<file path="config.mk">
export PLATFORM = sky130hd
export DESIGN_NAME = iscb_bridge
export DESIGN_NICKNAME = d
export VERILOG_FILES = /design/src/iscb_pkg.sv /design/src/iscb_bridge.sv
export VERILOG_INCLUDE_DIRS = /design/src
export SDC_FILE = /design/constraint.sdc
export NUM_CORES = 1
export LEC_CHECK = 0
export CAP_MARGIN = 40
export CORE_ASPECT_RATIO = 0.75
export CORE_UTILIZATION = 35
export DETAILED_ROUTE_END_ITERATION = 7
export DONT_BUFFER_PORTS = 1
export PLACE_DENSITY = 0.51
export SETUP_SLACK_MARGIN = 0.3
export SLEW_MARGIN = 10
export SYNTH_ARGS = -nofsm -noshare
export SYNTH_HDL_FRONTEND = slang
export SYNTH_SLANG_ARGS = --single-unit
</file>
<file path="constraint.sdc">
create_clock -name core_clk -period 19.8 [get_ports core_clk]
set_input_delay 3.96 -clock core_clk [delete_from_list [all_inputs] [get_ports core_clk]]
set_output_delay 3.96 -clock core_clk [all_outputs]
set_load 0.02 [all_outputs]
</file>
<file path="src/iscb_map.svh">
`ifndef ISCB_MAP_SVH
`define ISCB_MAP_SVH
`define ISCB_IDX_IFSTAT 6'h01
`define ISCB_IDX_GCTRL 6'h02
`define ISCB_IDX_DETCTL 6'h03
`define ISCB_IDX_FLAGS 6'h04
`define ISCB_IDX_STEER 6'h05
`define ISCB_IDX_WINEN 6'h06
`define ISCB_IDX_PINMODE 6'h07
`define ISCB_IO_BASE 8
`define ISCB_IO_STRIDE 4
`define ISCB_MEM_BASE 16
`define ISCB_MEM_STRIDE 8
`define ISCB_REGS 64
`define ISCB_MEM_WINS 5
`define ISCB_IO_WINS 2
`define ISCB_GC_PD 0
`define ISCB_GC_EDGE 1
`define ISCB_GC_EXPL 2
`define ISCB_GC_RING 3
`define ISCB_DC_AUXEN 2
`define ISCB_IO_EN_LSB 5
`define ISCB_MW_W16 7
`define ISCB_MW_ATTR 6
`define ISCB_PM_ATA 2'h1
`define ISCB_PM_DMA 2'h2
`define ISCB_IRQ_MAP 40'hFECBA97543
`define ISCB_IRQ_CODES 4'hA
`define ISCB_PULSE_CYC 2'h3
`define ISCB_LOW64K 8'h00
`define ISCB_LED_IRQ 12
`define ISCB_DACK_IRQ 9
`define ISCB_DREQ_IRQ 10
`define ISCB_TC_IRQ 11
`endif

</file>
<file path="src/iscb_pkg.sv">
package iscb_pkg;
  typedef struct packed {
    logic [23:0] addr;
    logic memr_n;
    logic memw_n;
    logic iord_n;
    logic iowr_n;
    logic sbhe_n;
    logic aen;
  } iscb_host_type;
  typedef struct packed {
    logic active;
    logic io;
    logic [25:0] addr;
    logic ce1_n;
    logic ce2_n;
    logic reg_n;
    logic w16;
    logic [1:0] waits;
  } iscb_card_type;
endpackage : iscb_pkg

</file>
<file path="src/iscb_bridge.sv">
`timescale 1ns/100ps
`include "iscb_map.svh"
module iscb_bridge (
  input wire logic core_clk,
  input wire logic resetn,
  input iscb_pkg::iscb_host_type host,
  input wire logic reg_rd,
  input wire logic reg_wr,
  input wire logic [5:0] reg_idx,
  input wire logic [7:0] reg_wdata,
  output logic [7:0] reg_rdata_q,
  input wire logic card_det_n,
  input wire logic card_ready,
  input wire logic card_ireq_n,
  input wire logic card_ri_n,
  input wire logic card_dreq,
  input wire logic volt_sense_aux_input,
  input wire logic [15:0] irq_in,
  output iscb_pkg::iscb_card_type card_q,
  output logic card_dack_q,
  output logic card_tc_q,
  output logic [15:0] irq_q,
  output logic [15:0] irq_oe_q,
  output logic event_pulse_out_n,
  output logic ring_resume_out_n
);
  logic [1:0] rst_sync_q;
  logic rst_q;
  logic [7:0] cfg_q [0:`ISCB_REGS-1];
  logic [7:0] flags_q;
  logic [7:0] flags_d;
  logic det_q;
  logic rdy_q;
  logic aux_q;
  logic ireq_q;
  logic primed_q;
  logic [1:0] pcnt_q;
  logic [1:0] pcnt_d;
  iscb_pkg::iscb_card_type card_d;

  ////////////////////////////////////////////////////////////////////////
  // Reset release
  always_ff @(posedge core_clk or negedge resetn) begin
    if (!resetn) begin
      rst_sync_q <= 2'h0;
    end else begin
      rst_sync_q <= {rst_sync_q[0], 1'b1};
    end
  end
  assign rst_q = rst_sync_q[1];

  ////////////////////////////////////////////////////////////////////////
  // Configuration bytes
  wire [7:0] gctrl = cfg_q[`ISCB_IDX_GCTRL];
  wire [7:0] winen = cfg_q[`ISCB_IDX_WINEN];
  wire [7:0] steer = cfg_q[`ISCB_IDX_STEER];
  wire [1:0] pmode = cfg_q[`ISCB_IDX_PINMODE][1:0];
  wire pd = gctrl[`ISCB_GC_PD];
  wire edge_mode = gctrl[`ISCB_GC_EDGE];
  wire expl = gctrl[`ISCB_GC_EXPL];
  wire aux_en = cfg_q[`ISCB_IDX_DETCTL][`ISCB_DC_AUXEN];
  wire wr_flags = reg_wr && reg_idx == `ISCB_IDX_FLAGS;
  wire rd_flags = reg_rd && reg_idx == `ISCB_IDX_FLAGS;
  wire cfg_wr = reg_wr && reg_idx != `ISCB_IDX_FLAGS && reg_idx != `ISCB_IDX_IFSTAT;

  always_ff @(posedge core_clk or negedge rst_q) begin
    if (!rst_q) begin
      for (int i = 0; i < `ISCB_REGS; i++) begin
        cfg_q[i] <= 8'h00;
      end
    end else if (cfg_wr) begin
      cfg_q[reg_idx] <= reg_wdata;
    end
  end

  // Status: bit7 inverted sense input, bit1 ready, bit0 card present
  wire [7:0] ifstat = {~volt_sense_aux_input, 5'h00, card_ready, ~card_det_n};
  wire [7:0] rd_mux = reg_idx == `ISCB_IDX_IFSTAT ? ifstat :
                      reg_idx == `ISCB_IDX_FLAGS ? flags_q : cfg_q[reg_idx];

  ////////////////////////////////////////////////////////////////////////
  // Window decode; power-down masks every host strobe
  wire mem_req = !pd && (!host.memr_n || !host.memw_n);
  wire io_req = !pd && !host.aen && (!host.iord_n || !host.iowr_n);
  wire above64k = host.addr[23:16] != `ISCB_LOW64K;
  logic [`ISCB_MEM_WINS-1:0] mem_hit;
  logic [`ISCB_IO_WINS-1:0] io_hit;

  for (genvar w = 0; w < `ISCB_MEM_WINS; w++) begin : g_mem
    localparam int B = `ISCB_MEM_BASE + w * `ISCB_MEM_STRIDE;
    wire [11:0] start = {cfg_q[B+1][3:0], cfg_q[B]};
    wire [11:0] stop = {cfg_q[B+3][3:0], cfg_q[B+2]};
    wire [11:0] page = host.addr[23:12];
    assign mem_hit[w] = winen[w] && mem_req && above64k &&
                        page >= start && page <= stop;
  end
  for (genvar w = 0; w < `ISCB_IO_WINS; w++) begin : g_io
    localparam int B = `ISCB_IO_BASE + w * `ISCB_IO_STRIDE;
    wire [15:0] start = {cfg_q[B+1], cfg_q[B]};
    wire [15:0] stop = {cfg_q[B+3], cfg_q[B+2]};
    assign io_hit[w] = winen[`ISCB_IO_EN_LSB + w] && io_req &&
                       host.addr[15:0] >= start && host.addr[15:0] <= stop;
  end

  // Lowest numbered hitting window wins
  always_comb begin
    int b;
    b = 0;
    card_d = '0;
    card_d.ce1_n = 1'b1;
    card_d.ce2_n = 1'b1;
    card_d.reg_n = 1'b1;
    for (int w = `ISCB_MEM_WINS - 1; w >= 0; w--) begin
      if (mem_hit[w]) begin
        b = `ISCB_MEM_BASE + w * `ISCB_MEM_STRIDE;
        card_d.active = 1'b1;
        card_d.io = 1'b0;
        card_d.addr = {2'b00, host.addr} + {cfg_q[b+5][5:0], cfg_q[b+4], 12'h000};
        card_d.w16 = cfg_q[b+1][`ISCB_MW_W16];
        card_d.waits = cfg_q[b+3][7:6];
        card_d.reg_n = !cfg_q[b+5][`ISCB_MW_ATTR];
      end
    end
    if (mem_hit == '0) begin
      for (int w = `ISCB_IO_WINS - 1; w >= 0; w--) begin
        if (io_hit[w]) begin
          card_d.active = 1'b1;
          card_d.io = 1'b1;
          card_d.addr = {10'h000, host.addr[15:0]};
          card_d.reg_n = 1'b0;
        end
      end
    end
    if (card_d.active) begin
      card_d.ce2_n = !(card_d.w16 && !host.sbhe_n);
      card_d.ce1_n = card_d.w16 && !host.sbhe_n && host.addr[0];
    end
  end

  ////////////////////////////////////////////////////////////////////////
  // Change flags and interrupt steering
  wire [7:0] ev_raw = {5'h00,
                       aux_en && (volt_sense_aux_input != aux_q),
                       card_ready != rdy_q,
                       card_det_n != det_q};
  // Edge registers hold reset constants until the first sample; that compare is no event
  wire [7:0] ev_set = primed_q ? ev_raw : 8'h00;
  wire [7:0] ev_clr = expl ? (wr_flags ? reg_wdata : 8'h00) :
                      (rd_flags ? 8'hFF : 8'h00);
  assign flags_d = (flags_q & ~ev_clr) | ev_set;
  wire pending = flags_q != 8'h00;
  wire chg_rise = !pending && ev_set != 8'h00;
  wire card_req = !card_ireq_n;
  wire card_rise = card_req && !ireq_q;
  wire trig = chg_rise || card_rise;
  assign pcnt_d = (trig && pcnt_q == 2'h0) ? `ISCB_PULSE_CYC :
                  (pcnt_q != 2'h0) ? pcnt_q - 2'h1 : 2'h0;

  wire [3:0] chg_sel = steer[3:0];
  wire [3:0] crd_sel = steer[7:4];
  wire chg_ok = chg_sel < `ISCB_IRQ_CODES;
  wire crd_ok = crd_sel < `ISCB_IRQ_CODES;
  wire [39:0] irq_map = `ISCB_IRQ_MAP;
  wire [3:0] chg_line = chg_ok ? irq_map[chg_sel*4 +: 4] : 4'h0;
  wire [3:0] crd_line = crd_ok ? irq_map[crd_sel*4 +: 4] : 4'h0;
  wire chg_sig = edge_mode ? chg_rise : pending;
  wire crd_sig = edge_mode ? card_rise : card_req;
  wire ata = pmode == `ISCB_PM_ATA;
  wire dma = pmode == `ISCB_PM_DMA;
  logic [15:0] irq_d;
  logic [15:0] oe_d;

  for (genvar i = 0; i < 16; i++) begin : g_irq
    wire to_chg = chg_ok && chg_line == i;
    wire to_crd = crd_ok && crd_line == i;
    if (i == `ISCB_LED_IRQ) begin : g_led
      assign irq_d[i] = ata ? card_q.active : (to_chg && chg_sig) || (to_crd && crd_sig);
      assign oe_d[i] = ata || to_chg || to_crd;
    end else if (i == `ISCB_DREQ_IRQ) begin : g_dreq
      assign irq_d[i] = dma ? card_dreq : (to_chg && chg_sig) || (to_crd && crd_sig);
      assign oe_d[i] = dma || to_chg || to_crd;
    end else if (i == `ISCB_DACK_IRQ || i == `ISCB_TC_IRQ) begin : g_in
      assign irq_d[i] = !dma && ((to_chg && chg_sig) || (to_crd && crd_sig));
      assign oe_d[i] = !dma && (to_chg || to_crd);
    end else begin : g_plain
      assign irq_d[i] = (to_chg && chg_sig) || (to_crd && crd_sig);
      assign oe_d[i] = to_chg || to_crd;
    end
  end

  ////////////////////////////////////////////////////////////////////////
  // Registered outputs
  always_ff @(posedge core_clk or negedge rst_q) begin
    if (!rst_q) begin
      flags_q <= 8'h00;
      det_q <= 1'b1;
      rdy_q <= 1'b0;
      aux_q <= 1'b1;
      ireq_q <= 1'b0;
      primed_q <= 1'b0;
      pcnt_q <= 2'h0;
      event_pulse_out_n <= 1'b1;
      ring_resume_out_n <= 1'b1;
      irq_q <= 16'h0000;
      irq_oe_q <= 16'h0000;
      reg_rdata_q <= 8'h00;
      card_q <= '0;
      card_dack_q <= 1'b1;
      card_tc_q <= 1'b0;
    end else begin
      flags_q <= flags_d;
      det_q <= card_det_n;
      rdy_q <= card_ready;
      aux_q <= volt_sense_aux_input;
      ireq_q <= card_req;
      primed_q <= 1'b1;
      pcnt_q <= pcnt_d;
      event_pulse_out_n <= pcnt_d == 2'h0;
      ring_resume_out_n <= !(gctrl[`ISCB_GC_RING] && !card_ri_n);
      irq_q <= irq_d;
      irq_oe_q <= oe_d;
      reg_rdata_q <= reg_rd ? rd_mux : 8'h00;
      card_q <= card_d;
      card_dack_q <= dma ? irq_in[`ISCB_DACK_IRQ] : 1'b1;
      card_tc_q <= dma && irq_in[`ISCB_TC_IRQ];
    end
  end
endmodule : iscb_bridge

</file>
==> flow_summary_export.csv <==
group,metric,value,unit
setup_path,crit_path_top_delay_cell,"or2_1",
placed_design,routabilityCongestion,0.884,
clock_network,clockBufferDepth,3,
setup_path,critPathBufInv,1,
global_route,grt_pass1_wl,164000,um
cells_and_area,multi_input_area,0.0179,sq mm
power_and_ir_drop,p_per_area,97.3,mW/mm^2
yosys,ys.warnings.count,0,
sta,worst_pin_slew,1.20,ns
yosys,synth_top_area_frac,0.436,
route,drc_errors,0,
setup_path,crit_path_max_incr_delay,0.75,ns
placed_design,dp.cells,4116,
global_route,grt_max_degree,178,
clock_network,clockRootBuffer,"clkbuf_16",
sta,slew_viol_final,0,
yosys,async_flop_share,1.00,
setup_path,r2r_cells,10,
sta,clock.fmax,0.136,GHz
route,drtIter0Drc,2078,
global_route,overflow,0,
cells_and_area,syn2layout_area_growth,10.8,%
yosys,synth_top_area_cell,"dfrtp_1",
yosys,ys_top_cells_by_area,"dfrtp_1, mux2_2, mux4_2",
setup_path,worstSetupPathType,"in2reg",
yosys,synth_top_family_by_area,"multiplexers",
yosys,synth-edff-count,0,
yosys,yosysSeqAreaShare,0.440,
setup_path,worstPathCellList,"inv_1 -> ha_1 -> nand2b_1 -> a21o_1 -> a211oi_1 -> o21ai_1 -> a21oi_2 -> or2_1 -> nand2_1 -> a221oi_1 -> a211o_1",
clock_network,cts_tree,"built",
cells_and_area,final_cell_count_no_fill,4240,
sta,fin_crit,7.37,ns
power_and_ir_drop,power.internal,2.59,mW
sta,slew_headroom,0.201,
route,ant_nets,0,
yosys,netlist_area,0.0345,sq mm
power_and_ir_drop,p_total,3.72,mW
yosys,synth_compound_area_frac,0.0948,
sta,rsz0062_at_grt,"no",
yosys,synth_xor_area_frac,0.0142,
setup_path,arrival,7.96,ns
yosys,syn_inst,2918,
floorplanning,initial_core_util,0.354,
cells_and_area,final_cell_mix,"dfrtp_1, mux2_2, ha_1",
run_status,status,"complete, no violations",
route,vias,24100,
route,via_per_inst,5.67,
yosys,synth_fa_ha_area_frac,0.0942,
cells_and_area,fin_nets,3200,
clock_network,clk_pin_slew_worst_paths,0.06,ns
placed_design,hpwl,75000,um
placed_design,numPortBuffers,0,
route,wire_per_inst,25.9,um
power_and_ir_drop,p_switching,1.13,mW
floorplanning,dieHeight,274,um
cells_and_area,mostFrequentLayoutCell,"dfrtp_1",
sta,setup_violations,0,
clock_network,cts_max_level,3,
power_and_ir_drop,pwr-share-seq,0.426,
clock_network,clkLatencyLatePin,0.66,ns
yosys,synth_flop_cell,"dfrtp_1",
cells_and_area,drive_gt1_frac,0.257,
floorplanning,row_count,99,
setup_path,endpoint_kind,"flip-flop",
clock_network,cts_setup_buffers,0,
clock_network,cts_resized,0,
sta,finalClockSkew,0.0243,ns
clock_network,clock_sink_count,607,
floorplanning,core,0.0975,sq mm
power_and_ir_drop,combinationalPowerShare,0.208,
setup_path,critPathLaunchType,"input port",
cells_and_area,seqCellArea,0.0152,sq mm
setup_path,cp.depth,11,
power_and_ir_drop,netSwitchingFraction,0.304,
setup_path,critical-path-top-delay-family,"compound AO/OA/AOI/OAI gates",
sta,hold_violations,0,
setup_path,cp_max_fo,21,
floorplanning,dieArea,0.100,sq mm
power_and_ir_drop,pwr-share-clk,0.366,
global_route,grt_usage,0.223,
clock_network,cts_made_buffers,68,
power_and_ir_drop,p_leak,17.3,nW
yosys,avgSynthCellArea,11.8,sq um
global_route,antenna_found_initial,5,
yosys,synth_mux_area_frac,0.239,
min_path,hold_class,"reg2async",
floorplanning,ios,148,
route,routed_wirelength,110000,um
job,maxCapViolations,0,
cells_and_area,fill_cells,9339,
global_route,grt_pass1_vias,24400,
setup_path,critPathRequiredTime,20.39,ns
yosys,synth-simple-area-share,0.0745,
sta,fin_crit_sh,0.372,
yosys,synth.distinct_cells,89,
floorplanning,die_w,365,um
yosys,ys_ff_latch,607,
clock_network,cts_hold_buf,0,
route,dr.pass1.iters,5,
power_and_ir_drop,vdd.ir_drop.worst,64.1,uV
sta,tns,0,ns
-- power groups by stage --
stage,Clock [mW],Combinational (mW),Sequential [mW]
CTS,1.40,0.772,1.59
global route,1.44,0.854,1.61
floorplan,0,0.588,1.57
finish,1.36,0.774,1.59
detailed placement,0,0.766,1.61
global placement,0,0.743,1.60
-- cell families (layout without fill, tap and decap cells) --
group           after synthesis  in the layout
compound gates              516            516
xor+xnor                     56             56
fa+ha+maj                   257            257
buf+inv                     368            375
flops                       607            607
mux                         566            566
other cells                   1              3
simple gates                547            547
-- layout make-up --
type	count	share of cell area
multi-input combinational	1944	0.467
sequential	607	0.397
clock buffer	91	0.0504
tap	1313	0.0429
inverter	207	0.0203
clock inverter	32	0.0116
timing repair buffer	45	0.0109
antenna	1	0.0000654
-- flip-flops by register name, indices dropped and copies added, names as in the netlist, 2 cells and up --
name         count
irq_q           16
irq_oe_q        16
pcnt_q           2
gctrl            8
flags_q          8
cfg_q          487
winen            8
card_q          34
steer            8
rst_sync_q       2
reg_rdata_q      8
-- stage by stage --
stage | hold WS (ns) | setup slack [ns] | instance area (sq um) | utilization
after global placement | 0.334 | 11.88 | 35600 | 0.366
after CTS | 0.347 | 12.52 | 38300 | 0.393
after global routing | 0.369 | 12.26 | 38300 | 0.393
after floorplan | 0.331 | 1.64 | 34500 | -
final | 0.312 | 12.43 | 38300 | 0.393
after detailed placement | 0.339 | 11.85 | 35900 | 0.368
-- cell usage after synthesis (7+ instances only) --
| cell type | n |
|---|---|
| nand2b_1 | 27 |
| o22ai_1 | 23 |
| mux2_2 | 389 |
| nor2_1 | 128 |
| nand4_1 | 33 |
| a31oi_1 | 8 |
| inv_1 | 207 |
| o21ai_0 | 150 |
| nor3_1 | 33 |
| nand3_1 | 33 |
| o211ai_1 | 18 |
| nor2b_1 | 34 |
| o21ai_1 | 30 |
| mux4_2 | 168 |
| dfrtp_1 | 602 |
| a221oi_1 | 9 |
| a211oi_1 | 21 |
| o21a_1 | 19 |
| a21oi_1 | 116 |
| buf_2 | 33 |
| o21bai_1 | 7 |
| clkbuf_1 | 103 |
| a2111oi_0 | 7 |
| a221o_1 | 8 |
| xor2_1 | 21 |
| o22a_1 | 7 |
| and2_1 | 9 |
| or3_1 | 16 |
| nand2_1 | 196 |
| ha_1 | 252 |
| a21o_1 | 29 |
| buf_1 | 14 |
| mux2_1 | 8 |
| xnor2_1 | 35 |
| a211o_1 | 7 |
-- metal layers --
metal / up-vias / track usage / part of all wire
met5: - / 0 / 0
met4: 0 / 0.0672 / 0.028
met3: 160 / 0.0491 / 0.076
met2: 844 / 0.319 / 0.42
met1: 12500 / 0.334 / 0.47
li1: 10600 / - / -
-- final timing paths --
path | from | to | slack [ns]
max | host[18] | card_q[30]$_DFF_PN0_ | 12.43
min | rst_sync_q[1]$_DFF_PN0_ | card_q[4]$_DFF_PN0_ | 0.31
max reg2reg | cfg_q[239]$_DFFE_PN0P_ | card_q[33]$_DFF_PN0_ | 15.94
min reg2reg | rst_sync_q[1]$_DFF_PN0_ | card_q[4]$_DFF_PN0_ | 0.31
max in group asynchronous | resetn | rst_sync_q[1]$_DFF_PN0_ | 16.71
min in group core_clk | rst_sync_q[0]$_DFF_PN0_ | rst_sync_q[1]$_DFF_PN0_ | 0.35
No activity file was read; power rests on OpenSTA's default activity.
